===== config.mk =====
export PLATFORM = sky130hd
export DESIGN_NAME = tfd_framer
export DESIGN_NICKNAME = d
export VERILOG_FILES = /design/src/core/tfd_pkg.sv /design/src/core/tfd_framer.sv
export SDC_FILE = /design/constraint.sdc
export NUM_CORES = 1
export LEC_CHECK = 0
export CAP_MARGIN = 10
export CORE_UTILIZATION = 58
export DETAILED_ROUTE_END_ITERATION = 10
export DONT_BUFFER_PORTS = 1
export PLACE_DENSITY_LB_ADDON = 0.15
export SKIP_LAST_GASP = 1
export SLEW_MARGIN = 20
export SYNTH_ARGS = -nofsm -noshare
export SYNTH_HDL_FRONTEND = slang
export SYNTH_SLANG_ARGS = --single-unit

===== constraint.sdc =====
create_clock -name CLK -period 2.47 [get_ports CLK]
set_input_delay 0.1235 -clock CLK [delete_from_list [all_inputs] [get_ports CLK]]
set_output_delay 0.1235 -clock CLK [all_outputs]
set_load 0.05 [all_outputs]

===== src/core/tfd_pkg.sv =====
// Constants shared by the framer F-bit data link block
package tfd_pkg;
  // Register indices; byte address is four times the index
  localparam logic [12:0] IDX_RX_MSG1 = 13'h0064;
  localparam logic [12:0] IDX_RX_MSG2 = 13'h0065;
  localparam logic [12:0] IDX_RX_MSG3 = 13'h0066;
  localparam logic [12:0] IDX_RX_BOC_VAL = 13'h0063;
  localparam logic [12:0] IDX_RX_BOC_CTRL = 13'h0015;
  localparam logic [12:0] IDX_RX_STAT7 = 13'h0096;
  localparam logic [12:0] IDX_RX_CTRL1 = 13'h0010;
  localparam logic [12:0] IDX_RX_T1_CTRL2 = 13'h0014;
  localparam logic [12:0] IDX_MODE_CTRL = 13'h000F;
  localparam logic [12:0] IDX_TX_HDLC2 = 13'h0113;
  localparam logic [12:0] IDX_TX_FDL = 13'h0162;
  localparam logic [12:0] IDX_TX_BOC = 13'h0163;
  localparam logic [12:0] IDX_TX_MSG1 = 13'h0164;
  localparam logic [12:0] IDX_TX_MSG2 = 13'h0165;
  localparam logic [12:0] IDX_TX_MSG3 = 13'h0166;
  localparam logic [12:0] IDX_TX_CTRL1 = 13'h0181;
  localparam logic [12:0] IDX_TX_CTRL2 = 13'h0182;
  localparam logic [12:0] IDX_TX_CTRL3 = 13'h0183;
  localparam logic [12:0] IDX_TX_STAT1 = 13'h0190;
  localparam logic [12:0] FRAMER_STRIDE = 13'h0200;
  // Bit positions
  localparam int B_T1_MODE = 0;
  localparam int B_TX_SLC_EN = 6;
  localparam int B_TX_SRC = 7;
  localparam int B_TX_PT = 6;
  localparam int B_TX_FRM = 2;
  localparam int B_RX_FRM = 5;
  localparam int B_RX_CC = 3;
  localparam int B_RX_SLC_EN = 4;
  localparam int B_SEND_BITCODE = 6;
  localparam int B_TX_SENT = 4;
  localparam int B_RX_UPD = 3;
  localparam int B_BOC_DET = 0;
  localparam int B_BOC_CLR = 1;
  // Reset values
  localparam logic [7:0] RST_REG = 8'h00;
  localparam logic [7:0] RST_MODE = 8'h01;
  // Multiframe layout
  localparam logic [6:0] MF_LAST = 7'd71;
  localparam logic [5:0] ALIGN_BITS = 6'd12;
  localparam logic [11:0] ALIGN_PAT = 12'h1C7;
  localparam logic [3:0] BOC_LAST = 4'hF;
  typedef enum {BOC_IDLE, BOC_SEND, BOC_ABORT} tfd_boc_t;
endpackage


===== src/core/tfd_framer.sv =====
// Framer F-bit data link: multiframe formatter, synchroniser and bit-oriented codes
//
// Added by the designer: the APB interface to the registers.
`timescale 1ns/10ps
`default_nettype none
module tfd_framer import tfd_pkg::*; #(
  parameter int FRAMER_NUM = 1
) (
  // Clock, enable, reset
  input wire logic CLK,
  input wire logic CE,
  input wire logic RST_B,
  // APB slave
  input wire logic PSEL,
  input wire logic PENABLE,
  input wire logic PWRITE,
  input wire logic [14:0] PADDR,
  input wire logic [31:0] PWDATA,
  output logic [31:0] PRDATA,
  output logic PREADY,
  output logic PSLVERR,
  // F-bit stream
  input wire logic F_STB,
  input wire logic TX_FBIT_IN,
  input wire logic RX_FBIT,
  input wire logic RX_DL_SLOT,
  output logic TX_FBIT,
  output logic TX_MF_SYNC
);

  // ==========================================
  // Register file
  logic [7:0] mode_ctrl, tx_ctrl1, tx_ctrl2, tx_ctrl3, tx_hdlc2, tx_fdl, tx_boc;
  logic [7:0] rx_ctrl1, rx_t1_ctrl2, rx_boc_ctrl, rx_boc_val, tx_stat1, rx_stat7;
  logic [23:0] tx_msg, rx_msg;
  logic [12:0] idx;
  logic [7:0] rd_val;
  logic rd_hit, acc, wr_go;
  logic [7:0] wd;
  assign idx = PADDR[14:2] - 13'((FRAMER_NUM - 1) * FRAMER_STRIDE);
  assign acc = PSEL && PENABLE && !PREADY && CE;
  assign wr_go = PSEL && PENABLE && PREADY && PWRITE && rd_hit && CE;
  assign wd = PWDATA[7:0];

  always_comb begin
    rd_hit = (PADDR[1:0] == 2'b00);
    case (idx)
      IDX_RX_MSG1: rd_val = rx_msg[7:0];
      IDX_RX_MSG2: rd_val = rx_msg[15:8];
      IDX_RX_MSG3: rd_val = rx_msg[23:16];
      IDX_RX_BOC_VAL: rd_val = rx_boc_val;
      IDX_RX_BOC_CTRL: rd_val = rx_boc_ctrl;
      IDX_RX_STAT7: rd_val = rx_stat7;
      IDX_RX_CTRL1: rd_val = rx_ctrl1;
      IDX_RX_T1_CTRL2: rd_val = rx_t1_ctrl2;
      IDX_MODE_CTRL: rd_val = mode_ctrl;
      IDX_TX_HDLC2: rd_val = tx_hdlc2;
      IDX_TX_FDL: rd_val = tx_fdl;
      IDX_TX_BOC: rd_val = tx_boc;
      IDX_TX_MSG1: rd_val = tx_msg[7:0];
      IDX_TX_MSG2: rd_val = tx_msg[15:8];
      IDX_TX_MSG3: rd_val = tx_msg[23:16];
      IDX_TX_CTRL1: rd_val = tx_ctrl1;
      IDX_TX_CTRL2: rd_val = tx_ctrl2;
      IDX_TX_CTRL3: rd_val = tx_ctrl3;
      IDX_TX_STAT1: rd_val = tx_stat1;
      default: begin
        rd_val = 8'h00;
        rd_hit = 1'b0;
      end
    endcase
  end

  // One wait state on every access
  always_ff @(posedge CLK or negedge RST_B) begin
    if (!RST_B) begin
      PREADY <= 1'b0;
      PRDATA <= 32'h0000_0000;
      PSLVERR <= 1'b0;
    end else if (CE) begin
      PREADY <= acc;
      PSLVERR <= acc && !rd_hit;
      if (acc && !PWRITE) begin
        PRDATA <= {24'h00_0000, rd_val};
      end
    end
  end

  always_ff @(posedge CLK or negedge RST_B) begin
    if (!RST_B) begin
      mode_ctrl <= RST_MODE;
      tx_ctrl1 <= RST_REG;
      tx_ctrl2 <= RST_REG;
      tx_ctrl3 <= RST_REG;
      tx_hdlc2 <= RST_REG;
      tx_fdl <= RST_REG;
      tx_boc <= RST_REG;
      tx_msg <= {3{RST_REG}};
      rx_ctrl1 <= RST_REG;
      rx_t1_ctrl2 <= RST_REG;
      rx_boc_ctrl <= RST_REG;
    end else if (wr_go) begin
      case (idx)
        IDX_MODE_CTRL: mode_ctrl <= wd;
        IDX_TX_CTRL1: tx_ctrl1 <= wd;
        IDX_TX_CTRL2: tx_ctrl2 <= wd;
        IDX_TX_CTRL3: tx_ctrl3 <= wd;
        IDX_TX_HDLC2: tx_hdlc2 <= wd;
        IDX_TX_FDL: tx_fdl <= wd;
        IDX_TX_BOC: tx_boc <= wd;
        IDX_TX_MSG1: tx_msg[7:0] <= wd;
        IDX_TX_MSG2: tx_msg[15:8] <= wd;
        IDX_TX_MSG3: tx_msg[23:16] <= wd;
        IDX_RX_CTRL1: rx_ctrl1 <= wd;
        IDX_RX_T1_CTRL2: rx_t1_ctrl2 <= wd;
        IDX_RX_BOC_CTRL: rx_boc_ctrl <= wd;
        default: ;
      endcase
    end
  end

  // ==========================================
  // Transmit multiframe formatter
  logic t1, tx_pt, slc_on, fstb, sent_set, boc_tx_on;
  logic [6:0] tx_frame;
  logic [5:0] fs_k;
  logic [23:0] shadow;
  logic slc_bit, boc_bit;
  tfd_boc_t boc_state;
  logic [3:0] boc_cnt;
  logic send_bitcode, send_bitcode_q;
  logic [15:0] boc_word;
  assign t1 = mode_ctrl[B_T1_MODE];
  assign fstb = F_STB && CE;
  assign tx_pt = tx_ctrl1[B_TX_PT];
  assign slc_on = t1 && tx_ctrl2[B_TX_SLC_EN] && !tx_ctrl2[B_TX_SRC] && tx_ctrl3[B_TX_FRM] && !tx_pt;
  assign fs_k = tx_frame[6:1];
  assign sent_set = fstb && slc_on && (tx_frame == MF_LAST);
  assign send_bitcode = tx_hdlc2[B_SEND_BITCODE];
  assign boc_tx_on = t1 && !tx_ctrl3[B_TX_FRM];
  assign boc_word = {8'hFF, 1'b0, tx_boc[5:0], 1'b0};

  always_comb begin
    if (!tx_frame[0]) begin
      slc_bit = ~fs_k[0];
    end else if (fs_k < ALIGN_BITS) begin
      slc_bit = ALIGN_PAT[fs_k[3:0]];
    end else begin
      slc_bit = shadow[5'(fs_k - ALIGN_BITS)];
    end
    boc_bit = (boc_state == BOC_SEND) ? boc_word[boc_cnt] : 1'b1;
  end

  always_ff @(posedge CLK or negedge RST_B) begin
    if (!RST_B) begin
      tx_frame <= 7'd0;
      TX_MF_SYNC <= 1'b0;
    end else if (fstb) begin
      tx_frame <= (tx_frame == MF_LAST) ? 7'd0 : tx_frame + 7'd1;
      TX_MF_SYNC <= (tx_frame == 7'd0);
    end
  end

  // Shadow keeps a multiframe coherent; stale values repeat when not rewritten
  always_ff @(posedge CLK or negedge RST_B) begin
    if (!RST_B) begin
      shadow <= {3{RST_REG}};
    end else if (fstb && tx_frame == 7'd0) begin
      shadow <= tx_msg;
    end
  end

  always_ff @(posedge CLK or negedge RST_B) begin
    if (!RST_B) begin
      TX_FBIT <= 1'b0;
    end else if (fstb) begin
      if (tx_pt || !t1) begin
        TX_FBIT <= TX_FBIT_IN;
      end else if (boc_tx_on && boc_state != BOC_IDLE && tx_frame[0]) begin
        TX_FBIT <= boc_bit;
      end else if (slc_on) begin
        TX_FBIT <= slc_bit;
      end else begin
        TX_FBIT <= TX_FBIT_IN;
      end
    end
  end

  // ==========================================
  // Transmit bit-oriented code generator
  always_ff @(posedge CLK or negedge RST_B) begin
    if (!RST_B) begin
      boc_state <= BOC_IDLE;
      boc_cnt <= 4'h0;
      send_bitcode_q <= 1'b0;
    end else if (CE) begin
      send_bitcode_q <= send_bitcode;
      if (send_bitcode && !send_bitcode_q && boc_tx_on) begin
        boc_state <= BOC_SEND;
        boc_cnt <= 4'h0;
      end else if (!boc_tx_on) begin
        boc_state <= BOC_IDLE;
      end else if (F_STB && tx_frame[0]) begin
        case (boc_state)
          BOC_SEND: begin
            boc_cnt <= boc_cnt + 4'h1;
            if (boc_cnt == BOC_LAST && !send_bitcode) begin
              boc_state <= BOC_ABORT;
            end
          end
          BOC_ABORT: begin
            boc_cnt <= boc_cnt + 4'h1;
            if (boc_cnt == BOC_LAST) begin
              boc_state <= BOC_IDLE;
            end
          end
          default: boc_state <= BOC_IDLE;
        endcase
      end
    end
  end

  // ==========================================
  // Receive multiframe synchroniser
  logic [71:0] hist, nhist;
  logic align_ok, rx_slc_on, rx_load;
  logic [23:0] rx_field;
  assign nhist = {hist[70:0], RX_FBIT};
  assign rx_slc_on = t1 && rx_ctrl1[B_RX_FRM] && rx_ctrl1[B_RX_CC] && rx_t1_ctrl2[B_RX_SLC_EN];
  assign rx_load = fstb && rx_slc_on && align_ok;

  // Newest bit is frame 71 of a candidate multiframe
  always_comb begin
    align_ok = 1'b1;
    rx_field = 24'h00_0000;
    for (int k = 0; k < 36; k++) begin
      if (nhist[71 - 2 * k] != ~k[0]) begin
        align_ok = 1'b0;
      end
      if (k < 12 && nhist[70 - 2 * k] != ALIGN_PAT[k]) begin
        align_ok = 1'b0;
      end
      if (k >= 12) begin
        rx_field[k - 12] = nhist[70 - 2 * k];
      end
    end
  end

  always_ff @(posedge CLK or negedge RST_B) begin
    if (!RST_B) begin
      hist <= 72'h0;
      rx_msg <= {3{RST_REG}};
    end else if (fstb) begin
      hist <= nhist;
      if (rx_load) begin
        rx_msg <= rx_field;
      end
    end
  end

  // ==========================================
  // Receive bit-oriented code detector
  logic [15:0] bsr, nbsr;
  logic boc_hit, boc_det, dl_slot, clr_set, det_set;
  logic [5:0] last_code;
  logic [2:0] match_cnt;
  logic [7:0] absent_cnt, absent_lim;
  assign dl_slot = fstb && RX_DL_SLOT && t1 && !rx_ctrl1[B_RX_FRM];
  assign nbsr = {RX_FBIT, bsr[15:1]};
  assign boc_hit = (nbsr[15:8] == 8'hFF) && !nbsr[7] && !nbsr[0];
  assign absent_lim = {1'b0, 2'b00, 5'd0} + ({6'd0, rx_boc_ctrl[3:2]} + 8'd1) * 8'd32;
  assign det_set = dl_slot && boc_hit && !boc_det && (match_cnt + 3'd1 >= {rx_boc_ctrl[1:0], 1'b1}) &&
    (nbsr[6:1] == last_code || match_cnt == 3'd0);
  assign clr_set = dl_slot && !boc_hit && boc_det && (absent_cnt + 8'd1 >= absent_lim);

  always_ff @(posedge CLK or negedge RST_B) begin
    if (!RST_B) begin
      bsr <= 16'h0000;
      boc_det <= 1'b0;
      last_code <= 6'd0;
      match_cnt <= 3'd0;
      absent_cnt <= 8'd0;
      rx_boc_val <= RST_REG;
    end else if (dl_slot) begin
      bsr <= nbsr;
      if (boc_hit) begin
        absent_cnt <= 8'd0;
        last_code <= nbsr[6:1];
        if (nbsr[6:1] != last_code) begin
          match_cnt <= 3'd1;
        end else if (match_cnt != 3'd7) begin
          match_cnt <= match_cnt + 3'd1;
        end
        if (det_set) begin
          boc_det <= 1'b1;
          rx_boc_val <= {2'b00, nbsr[6:1]};
        end
      end else if (clr_set) begin
        boc_det <= 1'b0;
        match_cnt <= 3'd0;
        absent_cnt <= 8'd0;
      end else if (absent_cnt != 8'hFF) begin
        absent_cnt <= absent_cnt + 8'd1;
      end
    end
  end

  // ==========================================
  // Latched status, write one to clear, set wins
  logic wr_tls, wr_rls;
  assign wr_tls = wr_go && idx == IDX_TX_STAT1;
  assign wr_rls = wr_go && idx == IDX_RX_STAT7;

  always_ff @(posedge CLK or negedge RST_B) begin
    if (!RST_B) begin
      tx_stat1 <= RST_REG;
      rx_stat7 <= RST_REG;
    end else if (CE) begin
      tx_stat1 <= 8'((sent_set << B_TX_SENT) | (tx_stat1 & ~(wr_tls ? wd : 8'h00)));
      rx_stat7 <= 8'((rx_load << B_RX_UPD) | (det_set << B_BOC_DET) | (clr_set << B_BOC_CLR) |
        (rx_stat7 & ~(wr_rls ? wd : 8'h00)));
    end
  end
endmodule
`default_nettype wire


==> metrics.txt <==
outcome complete, but fails checks; failing checks negative hold slack; fin. max-slew vios 0; Final setup viols 0; Detailed Route Iter0 Violations between 1000 and 1500; final worst path period share 0.9189; worst setup path startpoint absent_cnt[1]; routed length per instance approximately 22 um; Max Fclk between 0.4 and 0.5 GHz; Clock Latency Late Sink just over 0.5 ns; Max clock buf depth 3; Via Count around 11000; synth warn 0; count of clock tree sinks about 300; Netlist Area Pre-Place between 10000 and 15000 um2; gr usage total 0.3076; endpoint type of the worst setup path register; Worst Path Class, Setup register to register; Slew headroom 0.3707; maximum vdd drop around 0.00054 V; Initial Util 0.5949; setup TNS 0 ns; die area 25800 um2; syn_area_per_cell around 11 um2; hold_buf cts 16; ratio of cells with drive above 1 in the final layout 0.2166; CP delay by family, top simple AND/OR/NAND/NOR gates; EDFF count, synth 0; Critical Path AT 2.67 ns; post-synthesis instance total 1352; clock tree root driver cell clkbuf_16; slowest stage delay, CP roughly 0.35 ns; Worst Clk Skew ~0.014 ns; hold_ws -0.6859 ns; Area Overhead vs Synth 12.07%; vias per inst between 6 and 7; Antenna Violating Nets Remaining 0; GRT overflow 0; die height roughly 160 um; CP Launch Type register; PnR Total Power ~0.011 W; register bit total from synthesis between 300 and 400; htree depth 2; initial antenna violation count 2; first-pass GRT wire length 60.89 mm; sequential-to-total area share from yosys stat 0.5213; Post-DP HPWL 25.90 mm; CTS tree yes; count of different cell masters after synthesis 85; Critical-path top delay cell dfrtp_1; number of iterations in the first detailed-routing pass 5; Final Wtd Congestion 0.9914; Leakage between 7 and 8 nW; top_reg_cell synth dfrtp_1; post-layout minimum cycle time around 2.3 ns; Worst Tran Pin Value between 0.9 and 1 ns; CP cell instances buf_4 > nand3_1 > nor2_1 > nand3_1 > xnor2_1 > ha_1 > nor2_1 > nand2_1 > a31oi_1 > nor3_4 > buf_12 > a22o_1; number of global-route vias before repair around 10000; dpl cells approximately 1700; core footprint between 20000 and 25000 um2; PwrDens between 600 and 700 nW/um2; routed wire length 38.53 mm; io pins just over 90; largest net degree at the start of global routing 305; CP Max Fanout 12; final hold vios 304; unrepaired setup endpoints after global routing false; hold crit path type primary input to asynchronous set/reset pin; crit path buf inv count 2; RR Startpoint absent_cnt[1]; placement row count between 50 and 60; cts bufs inserted 35; residual DRC count 0; Nets ~1500; number of I/O port buffers 0; Die Width 160.6 um; MaxCap Viol Count 0; Clk pin slew, worst setup/hold paths 0.06 ns; Final Util 0.6667; Req. time, crit path 2.87 ns; Cell Count, Final, Fillers Out 1738; ys async rst share 1.000
[cells in the mapped netlist, types with 18 or more instances]
library cell,number,share of area
a21oi_1,29,0.0099
a22oi_1,28,0.014
buf_4,24,0.012
clkbuf_1,53,0.014
dfrtp_1,303,0.52
ha_1,18,0.015
inv_1,19,0.0049
mux2_2,164,0.13
mux2i_1,25,0.017
nand2_1,321,0.083
nand3_1,31,0.011
nor2_1,35,0.0090
nor3_1,21,0.0072
o21ai_0,31,0.011
[stage by stage]
step	setup WS, ns	cell area [um2]
4_1_cts	0.04301	16320
3_5_place_dp	-0.1421	15050
2_1_floorplan	0.05547	14690
5_1_grt	0.03836	16360
3_3_place_gp	-0.1092	15050
6_report	0.2002	16360
[registers in the layout, indices dropped and copies added (netlist names), 15 cells and up]
signal and count:
bsr 15, hist 71, tx_msg 24, rx_msg 24, shadow 24
[where the power goes]
group | total [W] | internal (W) | switching [W] | leakage (nW)
logic | 0.000725 | 0.000266 | 0.000460 | 3.24
clock network | 0.00499 | 0.00302 | 0.00198 | 0.531
registers | 0.00542 | 0.00511 | 0.000305 | 4.17
total | 0.0111 | 0.00839 | 0.00274 | 7.94
[cell families after synthesis]
family / after synthesis / share of synthesized area
AOI/OAI and AO/OA: 182 / 0.08754
xor gates and xnor gates: 16 / 0.009602
adders and majority gates: 18 / 0.01543
buffers and inverters: 110 / 0.03635
DFF: 304 / 0.5213
muxes: 196 / 0.1537
other: 1 / 0.0002570
and+or+nand+nor: 525 / 0.1758
[layout make-up]
| type | count | area, um2 |
|---|---|---|
| tap | 324 | 405.4 |
| multi-input combinational | 961 | 6575 |
| clock inverter | 6 | 97.59 |
| timing repair buffer | 70 | 590.6 |
| inverter | 19 | 71.32 |
| sequential | 304 | 7609 |
| clock buffer | 53 | 1005 |
| fill | 1947 | 8178 |
| antenna | 1 | 2.502 |
[cell usage in the layout (no fill, tap or decap), types with 24 or more instances in the layout]
master	n
mux2_2	164
o21ai_0	30
buf_4	52
a22oi_1	28
conb_1	24
nand3_1	31
mux2i_1	25
a21oi_1	29
nand2_1	320
dfrtp_1	303
clkbuf_16	36
nor2_1	35
[routing by layer]
layer | vias up | share of wire | global-route usage | wire, um
li1 | 4857 | - | - | -
met1 | 5359 | 0.44 | 0.4352 | 16840
met2 | 401 | 0.46 | 0.4825 | 17690
met3 | 80 | 0.072 | 0.05346 | 2779
met4 | 0 | 0.031 | 0.1039 | 1212
met5 | - | 0 | 0 | 0
[worst reg2reg max path, delay by kind of cell, from the launching register on]
family,cells,cell delay [ns]
simple gates,6,0.64
xor+xnor,1,0.17
fa+ha+maj,1,0.23
compound gates,2,0.49
buf+inv,2,0.30
flops,1,0.35
[timing repair]
| action | in CTS | in global routing |
|---|---|---|
| hold endpoints to repair | 439 | 304 |
| pin swaps | 0 | 1 |
| resized for setup | 1 | 3 |
| buffers inserted | 0 | 2 |
| setup endpoints to repair | 13 | 13 |
[worst paths after layout]
path	to	slack, ns	cells after the start
min	tx_frame[5]	-0.69	0
max reg2reg	rx_stat7[1]	0.20	12
max in group asynchronous	absent_cnt[0]	2.74	0
min reg2reg	hist[70]	0.47	2
max	rx_stat7[1]	0.20	12
min in group CLK	boc_state[1]	0.01	3
(Power assumes the default switching activity.)
